==> src/pkg/dmc_pkg.sv <==
// Package: register map, field positions and reset values for the DPLL mode control block
package dmc_pkg;

  // ****************************************
  // Register map
  // ****************************************
  localparam logic [7:0] DMC_ADDR_WIDTH = 8'h08;
  localparam logic [7:0] DMC_OFF_MODE_TWO = 8'h00;   // dpll_mode_control_two
  localparam logic [7:0] DMC_OFF_STATUS = 8'h01;     // Sticky event status, read only
  localparam logic [7:0] DMC_OFF_CLEAR = 8'h02;      // Write one to clear status
  localparam logic [7:0] DMC_OFF_ENABLE = 8'h03;     // Interrupt enable
  localparam logic [7:0] DMC_OFF_STATE = 8'h04;      // Live block state

  // ****************************************
  // Mode register fields
  // ****************************************
  localparam int DMC_UNUSED_HI = 15;
  localparam int DMC_UNUSED_LO = 12;
  localparam int DMC_HOLD_RST_BIT = 11;
  localparam int DMC_TIE_RST_BIT = 10;
  localparam int DMC_FDS_HI = 9;
  localparam int DMC_FDS_LO = 8;
  localparam int DMC_FAIL2_EN_BIT = 7;
  localparam int DMC_FAIL1_EN_BIT = 6;
  localparam int DMC_INV_BIT = 5;
  localparam logic [15:0] DMC_MODE_RESET = 16'h0000;
  localparam logic [15:0] DMC_MODE_MASK = 16'h0FE0;  // Bits this block keeps

  // ****************************************
  // Event bits (status, clear, enable)
  // ****************************************
  localparam int DMC_EV_FREERUN = 0;     // Holdover forced to freerun
  localparam int DMC_EV_SEL_CHANGE = 1;  // Selected reference changed
  localparam int DMC_EV_RESVD_WRITE = 2; // Nonzero write to unused bits
  localparam int DMC_EV_NUM = 3;

  // Failure detect modes
  typedef enum logic [1:0]
  {
    DMC_FD_AUTO = 2'h0,
    DMC_FD_EXTERNAL = 2'h1,
    DMC_FD_FORCE_PRI = 2'h2,
    DMC_FD_FORCE_SEC = 2'h3
  } dmc_fd_mode_t;

endpackage

==> src/rtl/dmc_ref_select.sv <==
// Reference selection from failure detect mode and loss indications
module dmc_ref_select
  import dmc_pkg::*;
(
  // Clock and reset
  input wire logic clk,
  input wire logic rst,
  // Control
  input wire logic [1:0] mode,
  // Loss indications
  input wire logic monitor_pri_loss,
  input wire logic monitor_sec_loss,
  input wire logic primary_loss_input,
  input wire logic secondary_loss_input,
  // Result
  output logic use_secondary,
  output logic pri_fail,
  output logic sec_fail
);

  // Choose the loss source for a mode
  function automatic logic pick_loss(input logic [1:0] m, input logic mon, input logic ext);
    pick_loss = (dmc_fd_mode_t'(m) == DMC_FD_EXTERNAL) ? ext : mon;
  endfunction

  logic next_use_secondary;
  logic pri_loss;
  logic sec_loss;

  // Loss source follows the mode
  always_comb
  begin
    pri_loss = pick_loss(mode, monitor_pri_loss, primary_loss_input);
    sec_loss = pick_loss(mode, monitor_sec_loss, secondary_loss_input);
  end

  // Selection: forced modes ignore failure state entirely
  always_comb
  begin
    case (dmc_fd_mode_t'(mode))
      DMC_FD_AUTO, DMC_FD_EXTERNAL:
        // Stay on secondary only while primary is down and secondary is good
        next_use_secondary = pri_loss & ~sec_loss;
      DMC_FD_FORCE_PRI:
        next_use_secondary = 1'b0;
      DMC_FD_FORCE_SEC:
        next_use_secondary = 1'b1;
      default:
        next_use_secondary = 1'b0;
    endcase
  end

  // Registered result
  always_ff @(posedge clk)
  begin
    if (rst)
    begin
      use_secondary <= 1'b0;
      pri_fail <= 1'b0;
      sec_fail <= 1'b0;
    end
    else
    begin
      use_secondary <= next_use_secondary;
      pri_fail <= pri_loss;
      sec_fail <= sec_loss;
    end
  end

endmodule

==> src/rtl/dmc_mode_control.sv <==
// Top: upper half of the second DPLL operation mode control register and its effects
//
// What this block does
// - Holdover memory runs normally while its reset bit is low.
// - Holdover memory held in reset while its reset bit is high.
// - In holdover, a pulse or high level on that bit forces freerun.
// - Error correction circuit runs normally while its reset bit is low.
// - Reset bit high: correction held in reset, outputs align to nearest edge.
// - Mode 00 uses internal monitor; 01 uses external loss inputs.
// - Mode 10 forces primary, 11 forces secondary, whatever the failures.
// - Second failure output driven only while its enable bit is high.
// - First failure output driven only while its enable bit is high.
module dmc_mode_control
  import dmc_pkg::*;
(
  // Clock and reset
  input wire logic REF_CLK,
  input wire logic RESET,
  // Register port
  input wire logic [7:0] ADDR,
  input wire logic [15:0] WDATA,
  input wire logic WR,
  input wire logic RD,
  output logic [15:0] RDATA,
  // DPLL state from the loop core
  input wire logic DPLL_IN_HOLDOVER,
  input wire logic MONITOR_PRI_LOSS,
  input wire logic MONITOR_SEC_LOSS,
  // External loss inputs
  input wire logic PRIMARY_LOSS_INPUT,
  input wire logic SECONDARY_LOSS_INPUT,
  // Backplane references
  input wire logic BACKPLANE_REF_IN_ONE,
  input wire logic BACKPLANE_REF_IN_TWO,
  output logic DPLL_REF_ONE,
  output logic DPLL_REF_TWO,
  // DPLL controls
  output logic HOLDOVER_MEMORY_RESET,
  output logic TIE_CORRECTION_RESET,
  output logic ALIGN_NEAREST_EDGE,
  output logic FORCE_FREERUN,
  output logic USE_SECONDARY,
  // Failure indication pins
  output logic FAIL_ONE_OUT,
  output logic FAIL_ONE_OE,
  output logic FAIL_TWO_OUT,
  output logic FAIL_TWO_OE,
  // Interrupt
  output logic IRQ
);

  // ****************************************
  // Register storage
  // ****************************************
  logic [15:0] mode_reg;
  logic [DMC_EV_NUM-1:0] status;
  logic [DMC_EV_NUM-1:0] irq_enable;
  logic wr_mode;
  logic wr_clear;
  logic wr_enable;
  logic [DMC_EV_NUM-1:0] events;
  logic [DMC_EV_NUM-1:0] clear_bits;

  // Word match; only the exact offset hits, so words above the map stay silent
  function automatic logic hits(input logic [7:0] a, input logic [7:0] off);
    hits = (a == off);
  endfunction

  // Write decode; a strobe only counts with the address it stands beside
  always_comb
  begin
    wr_mode = WR && hits(ADDR, DMC_OFF_MODE_TWO);
    wr_clear = WR && hits(ADDR, DMC_OFF_CLEAR);
    wr_enable = WR && hits(ADDR, DMC_OFF_ENABLE);
    clear_bits = wr_clear ? WDATA[DMC_EV_NUM-1:0] : '0;
  end

  // Mode register; unused and low bits are kept out so they read as zero
  // Limitation: bits 4 to 0 belong to another block and are not stored here
  // Every field of this word but the failure detect mode acts one cycle after the write lands; the mode takes two
  always_ff @(posedge REF_CLK)
  begin
    if (RESET)
      mode_reg <= DMC_MODE_RESET;
    else if (wr_mode)
      mode_reg <= WDATA & DMC_MODE_MASK;
  end

  // Field views
  logic hold_rst;
  logic tie_rst;
  logic [1:0] fd_sel;
  logic fail2_en;
  logic fail1_en;
  logic invert;

  always_comb
  begin
    hold_rst = mode_reg[DMC_HOLD_RST_BIT];
    tie_rst = mode_reg[DMC_TIE_RST_BIT];
    fd_sel = mode_reg[DMC_FDS_HI:DMC_FDS_LO];
    fail2_en = mode_reg[DMC_FAIL2_EN_BIT];
    fail1_en = mode_reg[DMC_FAIL1_EN_BIT];
    invert = mode_reg[DMC_INV_BIT];
  end

  // ****************************************
  // Reference selection
  // ****************************************
  logic use_sec;
  logic pri_fail;
  logic sec_fail;

  // Selection is registered in the selector, then once more for the pin
  dmc_ref_select u_sel
  (
    .clk(REF_CLK),
    .rst(RESET),
    .mode(fd_sel),
    .monitor_pri_loss(MONITOR_PRI_LOSS),
    .monitor_sec_loss(MONITOR_SEC_LOSS),
    .primary_loss_input(PRIMARY_LOSS_INPUT),
    .secondary_loss_input(SECONDARY_LOSS_INPUT),
    .use_secondary(use_sec),
    .pri_fail(pri_fail),
    .sec_fail(sec_fail)
  );

  // ****************************************
  // DPLL control outputs
  // ****************************************
  logic use_sec_q;

  // Controls registered once so every output comes from a flip-flop
  // Slave operation relies on software keeping the correction reset high
  always_ff @(posedge REF_CLK)
  begin
    if (RESET)
    begin
      HOLDOVER_MEMORY_RESET <= 1'b0;
      TIE_CORRECTION_RESET <= 1'b0;
      ALIGN_NEAREST_EDGE <= 1'b0;
      FORCE_FREERUN <= 1'b0;
      USE_SECONDARY <= 1'b0;
      use_sec_q <= 1'b0;
    end
    else
    begin
      // Low runs the memory, high holds it in reset
      HOLDOVER_MEMORY_RESET <= hold_rst;
      // Correction reset also asks the loop to snap to the nearest edge
      TIE_CORRECTION_RESET <= tie_rst;
      ALIGN_NEAREST_EDGE <= tie_rst;
      // Even a one-cycle pulse lands here, so a short write still takes effect
      FORCE_FREERUN <= DPLL_IN_HOLDOVER & hold_rst;
      USE_SECONDARY <= use_sec;
      use_sec_q <= use_sec;
    end
  end

  // ****************************************
  // Backplane reference inversion
  // ****************************************
  // One flop of latency on the references; the loop tolerates a fixed delay
  // Limitation: a reference must stay below half the clock rate to be seen at all
  logic [1:0] ref_in;
  logic [1:0] ref_q;

  // Index 0 is the first backplane reference, index 1 the second
  always_comb
  begin
    ref_in = {BACKPLANE_REF_IN_TWO, BACKPLANE_REF_IN_ONE};
  end

  for (genvar r = 0; r < 2; r++)
  begin : g_ref_inv
    always_ff @(posedge REF_CLK)
    begin
      if (RESET)
        ref_q[r] <= 1'b0;
      else
        ref_q[r] <= ref_in[r] ^ invert;
    end
  end

  // Output pins straight from those flops
  always_comb
  begin
    DPLL_REF_ONE = ref_q[0];
    DPLL_REF_TWO = ref_q[1];
  end

  // ****************************************
  // Failure indication pins
  // ****************************************
  // Pin 0 carries primary loss on the first output, pin 1 secondary loss on the second
  logic [1:0] pin_en;
  logic [1:0] pin_loss;
  logic [1:0] pin_out;
  logic [1:0] pin_oe;

  // Gather enables and loss flags so both pins share one piece of logic
  always_comb
  begin
    pin_en = {fail2_en, fail1_en};
    pin_loss = {sec_fail, pri_fail};
  end

  // Data held low while disabled so nothing leaks when enabled later
  for (genvar p = 0; p < 2; p++)
  begin : g_fail_pin
    always_ff @(posedge REF_CLK)
    begin
      if (RESET)
      begin
        pin_out[p] <= 1'b0;
        pin_oe[p] <= 1'b0;
      end
      else
      begin
        pin_out[p] <= pin_en[p] & pin_loss[p];
        pin_oe[p] <= pin_en[p];
      end
    end
  end

  // Pins are plain wires from the flops above
  always_comb
  begin
    FAIL_ONE_OUT = pin_out[0];
    FAIL_ONE_OE = pin_oe[0];
    FAIL_TWO_OUT = pin_out[1];
    FAIL_TWO_OE = pin_oe[1];
  end

  // ****************************************
  // Events and interrupt
  // ****************************************
  always_comb
  begin
    events = '0;
    events[DMC_EV_FREERUN] = DPLL_IN_HOLDOVER & hold_rst;
    events[DMC_EV_SEL_CHANGE] = use_sec ^ use_sec_q;
    // Flags software that broke the zero-write convention
    events[DMC_EV_RESVD_WRITE] = wr_mode && (WDATA[DMC_UNUSED_HI:DMC_UNUSED_LO] != 4'h0);
  end

  // Sticky status; a new event wins over a clear in the same cycle
  // Clear is write-one per bit, so untouched bits keep their history
  always_ff @(posedge REF_CLK)
  begin
    if (RESET)
      status <= '0;
    else
      status <= (status & ~clear_bits) | events;
  end

  // Interrupt enable register
  always_ff @(posedge REF_CLK)
  begin
    if (RESET)
      irq_enable <= '0;
    else if (wr_enable)
      irq_enable <= WDATA[DMC_EV_NUM-1:0];
  end

  // Level interrupt, one cycle behind status
  // Disabling masks the pin without losing the event in status
  always_ff @(posedge REF_CLK)
  begin
    if (RESET)
      IRQ <= 1'b0;
    else
      IRQ <= |(status & irq_enable);
  end

  // ****************************************
  // Read port
  // ****************************************
  // Unmapped and write-only addresses read zero
  // Data stands for one cycle only, so a stale word never lingers on the bus
  always_ff @(posedge REF_CLK)
  begin
    if (RESET)
      RDATA <= 16'h0000;
    else if (RD)
    begin
      case (ADDR)
        DMC_OFF_MODE_TWO: RDATA <= mode_reg;
        DMC_OFF_STATUS: RDATA <= {13'h0000, status};
        DMC_OFF_ENABLE: RDATA <= {13'h0000, irq_enable};
        DMC_OFF_STATE: RDATA <= {11'h000, FORCE_FREERUN, ALIGN_NEAREST_EDGE,
                                 USE_SECONDARY, sec_fail, pri_fail};
        default: RDATA <= 16'h0000;
      endcase
    end
    else
      RDATA <= 16'h0000;
  end

endmodule

==> config.mk <==
export PLATFORM = sky130hd
export DESIGN_NAME = dmc_mode_control
export DESIGN_NICKNAME = d
export VERILOG_FILES = /design/src/pkg/dmc_pkg.sv /design/src/rtl/dmc_ref_select.sv /design/src/rtl/dmc_mode_control.sv
export SDC_FILE = /design/constraint.sdc
export NUM_CORES = 1
export LEC_CHECK = 0
export BUFFER_PORTS_ARGS = -buffer_cell sky130_fd_sc_hd__buf_2
export CAP_MARGIN = 5
export CORE_MARGIN = 2
export CORE_UTILIZATION = 50
export CTS_CLUSTER_SIZE = 40
export DETAILED_ROUTE_END_ITERATION = 10
export GPL_ROUTABILITY_DRIVEN = 0
export PLACE_DENSITY_LB_ADDON = 0.2
export SYNTH_ARGS = -nofsm -noshare
export SYNTH_HDL_FRONTEND = slang
export SYNTH_SLANG_ARGS = --single-unit
==> constraint.sdc <==
create_clock -name REF_CLK -period 5.45 [get_ports REF_CLK]
set_input_delay 1.09 -clock REF_CLK [delete_from_list [all_inputs] [get_ports REF_CLK]]
set_output_delay 1.09 -clock REF_CLK [all_outputs]
set_load 0.01 [all_outputs]
* Yosys cells after proc, flatten, opt, wreduce, memory -nomap -nowiden *
Index checks and enable logic that the tools add are counted.

storage, ports and cells
  bits in registers = 43
  input bits = 35

operators by class
  equal/unequal tests = 7
  multiplexer cells = 5
  bitwise operators = 13
  reductions and logical operators = 10

operators with widths
  kind                count
  $pmux 12 s4         1
  $eq 8x2->1 const B  2
  $eq 8x1->1 const B  1
  $eq 8x3->1 const B  1
  $logic_not 8->1     1
  $and 3x3->3         2
  $and 1x1->1         4
  $eq 2x2->1 const B  2
  $logic_and 1x1->1   4
  $reduce_bool 4->1   1
  $reduce_or 2->1     2
  $mux 3              1
  $not 3->3           1
  $or 3x3->3          1
  $pmux 1 s3          1
  $reduce_or 3->1     1
  $xor 1x1->1         3
  $eq 2x1->1 const B  1
  $logic_not 2->1     1
  $mux 1              2
  $not 1->1           2

* Depth between registers and ports, before layout *
Gate-level depths: netlist of the first run.

  word-level depth = 6
  gate-level depth with buffers = 4

* Hierarchy *
Synthesis of the first run repeated with hierarchy kept, for this count alone.

unflattened totals
  cell total of the unflattened synthesis = 151
  area total of the unflattened synthesis = 1554.0 µm²

modules (own cells, without submodules)
  module            times used  cells each  area an instance (µm²)  seq. area each (µm²)
  dmc_mode_control  1           139         1423.9                  720.7
  dmc_ref_select    1           12          130.1                   60.1

* Worst setup path before layout of the first run *
No wires, ideal clock.

  path type = input port to flip-flop
  start = input ADDR[5]
  end = register mode_reg[10]
  data arrival time = 2451 ps
  required time = 5329 ps
  slack = 2878 ps
  stages on the path = 3
  buffers on the path = 0
  cell sequence = or4_4 > nor4_4 > mux2_2

between the ends
  word-level cells in the longest chain between the ends = 2

RTL lines
  element                 line                    source
  start: declaration      dmc_mode_control.sv:20  input wire logic [7:0] ADDR,
  $logic_not 8->1         dmc_mode_control.sv:66  hits = (a == off);
  $logic_and 1x1->1       dmc_mode_control.sv:72  wr_mode = WR && hits(ADDR, DMC_OFF_MODE_TWO);
  end signal: assignment  dmc_mode_control.sv:86  mode_reg <= WDATA & DMC_MODE_MASK;
  end: declaration        dmc_mode_control.sv:55  logic [15:0] mode_reg;

Every way passes these cells.
A chain may end at the register's enable or synchronous reset.

* Worst setup path in the final report of the first run *
  start = input ADDR[5]
  end = register RDATA[9]

between the ends
  word-level cells in the longest chain between the ends = 2
  elaborated cells between the ends (all ways) = 5
  classes of those cells = eq/ne (3); mux (1); reduce/logical (1)

RTL lines
  element                             line                     source
  $eq 8x3->1 (tied with other cells)  dmc_mode_control.sv:288  case (ADDR)
  $pmux 12 s4 (*)                     dmc_mode_control.sv:288
  end signal: assignment              dmc_mode_control.sv:289  DMC_OFF_MODE_TWO: RDATA <= mode_reg;
  end signal: assignment              dmc_mode_control.sv:290  DMC_OFF_STATUS: RDATA <= {13'h0000, status};
  end signal: assignment              dmc_mode_control.sv:291  DMC_OFF_ENABLE: RDATA <= {13'h0000, irq_enable};
  end: declaration                    dmc_mode_control.sv:24   output logic [15:0] RDATA,

Every way passes the cells marked *; elsewhere a longest branch is shown, timed or not.

==> results of run 1 <==
-- logic make-up (layout without fill, tap and decap cells) --
logic type	count (synthesis)	in the layout	share of synthesized area
xor+xnor	3	3	0.0164
mux	13	13	0.0854
buf+inv	14	68	0.0446
compound gates	14	14	0.0603
other cells	1	4	0.00235
flops	39	39	0.489
simple gates	68	68	0.302
-- worst reg2reg max path: cells and delay by family, from the launching register on --
| family | cells | cell delay [ns] |
|---|---|---|
| simple gates | 1 | 0.67 |
| flops | 1 | 0.36 |
| compound gates | 1 | 0.15 |
-- worst min path at each step --
stage                 to  slack [ns]
5_1_grt         RDATA[6]        0.49
2_1_floorplan  RDATA[11]        0.42
3_3_place_gp    RDATA[6]        0.43
6_report       RDATA[11]        0.46
4_1_cts        RDATA[11]        0.47
3_5_place_dp   RDATA[11]        0.43
-- routing by layer --
metal / global-route usage / vias to the layer above / share of wire
met4: 0.0652 / 0 / 0.013
met5: 0 / - / 0
li1: - / 626 / -
met3: 0.0618 / 5 / 0.074
met1: 0.190 / 580 / 0.43
met2: 0.334 / 43 / 0.49
-- layout by cell type (no fill, tap or decap), types with 2 or more instances in the layout --
cell type | Yosys | final
buf_2 | 0 | 56
dfxtp_1 | 39 | 39
nand2b_1 | 14 | 14
and2_1 | 10 | 10
mux2i_1 | 8 | 8
nor2b_1 | 7 | 7
and2b_2 | 6 | 6
nor2_1 | 6 | 6
nand3b_1 | 6 | 6
a21oi_1 | 5 | 5
mux2_2 | 5 | 5
clkbuf_4 | 0 | 5
inv_1 | 4 | 4
conb_1 | 1 | 4
nor4_1 | 3 | 3
xnor2_1 | 3 | 3
or4b_2 | 3 | 3
o41ai_1 | 3 | 3
and3_2 | 3 | 3
o21a_1 | 3 | 3
and4_1 | 2 | 2
-- cell type report --
| type | instances | area, um2 |
|---|---|---|
| Sequential cell | 39 | 781 |
| Clock inverter | 2 | 12.5 |
| Inverter | 4 | 15.0 |
| Clock buffer | 6 | 41.3 |
| Multi-Input combinational cell | 102 | 757 |
| Timing Repair Buffer | 56 | 280 |
| Tap cell | 44 | 55.1 |
| Fill cell | 275 | 1110 |
-- through the flow --
step | std cells | hold WS [ns] | util | area [um2]
2_1_floorplan | 155 | 0.421 | - | 1610
3_3_place_gp | 245 | 0.428 | 0.618 | 1890
3_5_place_dp | 245 | 0.432 | 0.618 | 1890
4_1_cts | 253 | 0.466 | 0.636 | 1940
5_1_grt | 253 | 0.487 | 0.636 | 1940
6_report | 253 | 0.464 | 0.636 | 1940
-- power by group through the flow --
stage                     registers [mW]  logic (mW)  clock network [mW]
after floorplan                    0.296      0.0212                   0
after global placement             0.296      0.0361                   0
after detailed placement           0.296      0.0375                   0
after CTS                          0.289      0.0376               0.145
after global routing               0.290      0.0419               0.153
final                              0.289      0.0374               0.140
==> reports/qor.yml, run 1 <==
outcome: "finished clean"
nets: 243
grt_pass1_vias: 1168
synth_flop_cell: "dfxtp_1"
worstSetupEndpointType: "register"
cp.buffers_inverters: 1
path_depth: 4
p_seq_frac: 0.619
slew_headroom: 0.351
syn2layout_area_growth_pct: 21.5
grt-ovfl-total: 0
drive_gt1_frac: 0.402
coreArea_mm2: 0.00305
rr_endpoint: "u_sel.use_secondary"
antenna_found_initial: 0
die_height_um: 60.5
grt_max_degree: 34
synthCells: 152
critical-path-top-delay-family: "simple AND/OR/NAND/NOR gates"
crit_path_top_delay_cell: "nor4_1"
hpwl_um: 2370
ant_nets: 0
syn-mean-instance-area_um2: 10.5
cts_made_buffers: 5
clock-sinks: 39
rows: 20
synth.distinct_cells: 32
hp-class: "register to register"
path_clk_slew_ns: 0.11
largest_reg_flops: 12
r2r_start: "mode_reg[8]"
die-area_mm2: 0.00366
grt_pass1_wl_um: 4810
synth_most_common_cell: "dfxtp_1"
synth_async_sr_flop_share: 0
rsz0062_at_grt: "false"
fmax_ghz: 0.395
crit_path_start_kind: "input pin"
path_cells: "buf_2 > or4_4 > nor4_1 > and2_1"
grt_util_all_layers: 0.181
n_antenna_cell: 0
rr_worst_depth: 2
switchingPower_mw: 0.111
fin_crit_sh: 0.465
worst_path_largest_cell_delay_ns: 0.81
power_mw: 0.467
place_ws_ns: 2.49
drc_errors: 0
synth_common_cells: "39 x dfxtp_1, 14 x nand2b_1, 10 x and2_1"
power_density_mw_per_mm2: 241
vdd_ir_drop_max_mv: 0.145
fin_skew_ns: 0.00679
cts_tree: "built"
p_leak_nw: 0.869
io_buffers: 56
synth.area.top_cells: "dfxtp_1 49%, nand2b_1 5.5%, mux2i_1 5.0%, and2_1 3.9%, mux2_2 3.5%"
path_max_fanout: 7
synth-seq-cells: 39
worstMarginPinSlew_ns: 0.965
yosysTopAreaCell: "dfxtp_1"
drtIter0Drc: 49
cts_hold_buf: 0
ys_seq_area_frac: 0.489
pin_count: 63
cts-root-buf: "clkbuf_4"
cp.arrival_ns: 2.82
num_vias: 1254
comb_power_share: 0.080
fin_crit_ns: 2.53
htree_levels: 2
finalHoldViolations: 0
clock_latency_ns: 0.34
routed_wl_um: 3170
switching_share: 0.238
drt-pass1-iter-count: 4
min_from: "mode_reg[11]"
required_ns: 5.73
post_drt_wl_per_cell_um: 12.5
drv_cap: 0
cp-endpoint: "RDATA[9]"
fin_setup_tns_ns: 0
pwr-share-clk: 0.300
synth_top_area_share: 0.489
reg2reg_slack_ns: 4.22
post_cts_resized: 0
synth-edff-count: 0
synth_area_mm2: 0.00160
start_util: 0.523
via_per_inst: 4.96
cts_setup_buffers: 0
finalMaxSlewViolations: 0
cts.path.max_buffers: 2
ys_warn_count: 0
path_class: "input pin to register"
startpoint: "ADDR[5]"
setup_ws_ns: 2.92
p_int_mw: 0.356
finalSetupViolCount: 0
die_x_um: 60.5
worstHoldPathCells: 1
No activity file was read; power rests on OpenSTA's default activity.
==> run 2: changes to the inputs <==
--- a/config.mk
+++ b/config.mk
@@ -8,7 +8,7 @@
 export BUFFER_PORTS_ARGS = -buffer_cell sky130_fd_sc_hd__buf_2
 export CAP_MARGIN = 5
 export CORE_MARGIN = 2
-export CORE_UTILIZATION = 50
+export CORE_UTILIZATION = 43
 export CTS_CLUSTER_SIZE = 40
 export DETAILED_ROUTE_END_ITERATION = 10
 export GPL_ROUTABILITY_DRIVEN = 0
==> constraint.sdc (replaced) <==
create_clock -name REF_CLK -period 2.25 [get_ports REF_CLK]
set_input_delay 0.45 -clock REF_CLK [delete_from_list [all_inputs] [get_ports REF_CLK]]
set_output_delay 0.45 -clock REF_CLK [all_outputs]
set_load 0.01 [all_outputs]
==> run 2 against run 1 <==
Net effect: wire length increased by 1.5%; flip-flop and latch count unchanged; worst hold slack got worse by 0.074 ns; combinational power increased by 140%; non-clock buffer count increased by 2; register-to-register slack got worse by 3.2 ns; sequential power increased by 140%; first-iteration DRC count decreased by 18%; largest cell class unchanged; critical path depth unchanged; final area increased by 3.4%; cell count increased by 2.4%; global-route usage decreased by 1.5 points; largest power group unchanged.
==> reports/qor.yml, run 2 (synthesized netlist as in run 1, its figures left out) <==
crit_path_top_delay_cell: "or4_4"  # was nor4_1
path_clk_slew_ns: 0.08  # was 0.11 ns
placed_cells: 251  # was 245
post_drt_wl_per_cell_um: 12.4  # was 12.5 um
power_mw: 1.29  # was 0.467 mW
hpwl_um: 2370  # about the same
layout_commonest_cell: "buf_2"  # unchanged
drv_cap: 0  # unchanged
n_antenna_cell: 0  # unchanged
worst_path_largest_cell_delay_ns: 0.57  # was 0.81 ns
ant_nets: 0  # unchanged
required_ns: 2.43  # was 5.73 ns
crit_path_start_kind: "input pin"  # unchanged
clock_latency_ns: 0.29  # was 0.34 ns
via_per_inst: 4.83  # was 4.96
fin_crit_sh: 0.778
fin_setup_tns_ns: 0  # unchanged
antenna_found_initial: 0  # unchanged
hp-class: "input pin to register"  # was register to register
postLayoutCoreUtil: 0.557  # was 0.636
drive_gt1_frac: 0.412  # was 0.402
drc_errors: 0  # unchanged
path_class: "input pin to register"  # unchanged
fin_skew_ns: 0.00644  # was 0.00679 ns
drt-pass1-iter-count: 4  # unchanged
cts_tree: "built"  # unchanged
post_cts_resized: 0  # unchanged
fillers: 346  # was 275
worstSetupEndpointType: "register"  # unchanged
syn2layout_area_growth_pct: 25.6  # was 21.5%
cp.arrival_ns: 1.93  # was 2.82 ns
nets: 245  # was 243
worstMarginPinSlew_ns: 0.516  # was 0.965 ns
die_x_um: 65.0  # was 60.5 um
final_cell_mix: "56 x buf_2, 39 x dfxtp_1, 14 x nand2b_1, 10 x and2_1, 8 x mux2i_1"  # unchanged
vdd_ir_drop_max_mv: 0.368  # was 0.145 mV
die_height_um: 65.0  # was 60.5 um
io_buffers: 56  # unchanged
num_vias: 1251  # was 1254
grt_pass1_vias: 1204  # was 1168
finalMaxSlewViolations: 0  # unchanged
slew_headroom: 0.653  # was 0.351
routed_wl_um: 3220  # was 3170 um
rsz0062_at_grt: "false"  # unchanged
cts_hold_buf: 0  # unchanged
drtIter0Drc: 40  # was 49
die-area_mm2: 0.00422  # was 0.00366 mm2
path_cells: "buf_2 > or4_4 > nor4_4 > mux2_2"  # was buf_2 > or4_4 > nor4_1 > and2_1
htree_levels: 2  # unchanged
power_density_mw_per_mm2: 641  # was 241 mW/mm2
outcome: "finished clean"  # unchanged
cts_made_buffers: 5  # unchanged
fmax_ghz: 0.571
coreArea_mm2: 0.00361  # was 0.00305 mm2
grt_max_degree: 34  # unchanged
cts.path.max_buffers: 2  # unchanged
pin_count: 63  # unchanged
finalHoldViolations: 0  # unchanged
start_util: 0.443  # was 0.523
grt_pass1_wl_um: 5250  # was 4810 um
final_cells: 259  # was 253
largest_reg_flops: 12  # unchanged
rows: 22  # was 20
path_max_fanout: 5  # was 7
p_leak_nw: 0.899  # was 0.869 nW
grt-ovfl-total: 0  # unchanged
fin_crit_ns: 1.75
finalSetupViolCount: 0  # unchanged
cts_setup_buffers: 0  # unchanged
grt_util_all_layers: 0.166  # was 0.181
clock-sinks: 39  # unchanged
cts-root-buf: "clkbuf_8"  # was clkbuf_4
run 2: area by class of cell:
| cell class | count | area [um2] | area share |
|---|---|---|---|
| Inverter | 4 | 15.0 | 0.00748 |
| Tap cell | 48 | 60.1 | 0.0299 |
| Multi-Input combinational cell | 102 | 757 | 0.377 |
| Timing Repair Buffer | 58 | 295 | 0.147 |
| Sequential cell | 39 | 781 | 0.389 |
| Clock inverter | 2 | 16.3 | 0.00810 |
| Clock buffer | 6 | 82.6 | 0.0411 |
run 2: report_power, final:
part | internal [mW] | total (mW) | switching [mW]
clock network | 0.250 | 0.495 | 0.245
registers | 0.696 | 0.700 | 0.00373
logic | 0.0452 | 0.0902 | 0.0450
run 2: final timing paths:
check,to,depth (start not counted),start,slack [ns]
max reg2reg,u_sel.use_secondary,2,mode_reg[8],1.01
max,mode_reg[7],4,ADDR[5],0.50
min,FORCE_FREERUN,2,DPLL_IN_HOLDOVER,0.39
min reg2reg,RDATA[11],1,mode_reg[11],0.45
run 2: metal layers:
metal	track usage	vias to the layer above	wire, um
li1	-	636	-
met5	0	-	0
met2	0.280	37	1550
met4	0.0798	0	60
met1	0.185	572	1390
met3	0.0573	6	213
run 2: through the flow:
stage	setup WS [ns]	hold slack, ns	cell area, um2
3_3_place_gp	0.209	0.427	1910
5_1_grt	0.450	0.390	2010
2_1_floorplan	0.318	0.421	1610
3_5_place_dp	0.192	0.432	1910
6_report	0.498	0.390	2010
4_1_cts	0.501	0.382	2010
run 2: critical path, delay by kind of cell:
family	cells	cell delay [ns]
buf+inv	1	0.11
simple gates	2	0.98
mux	1	0.39
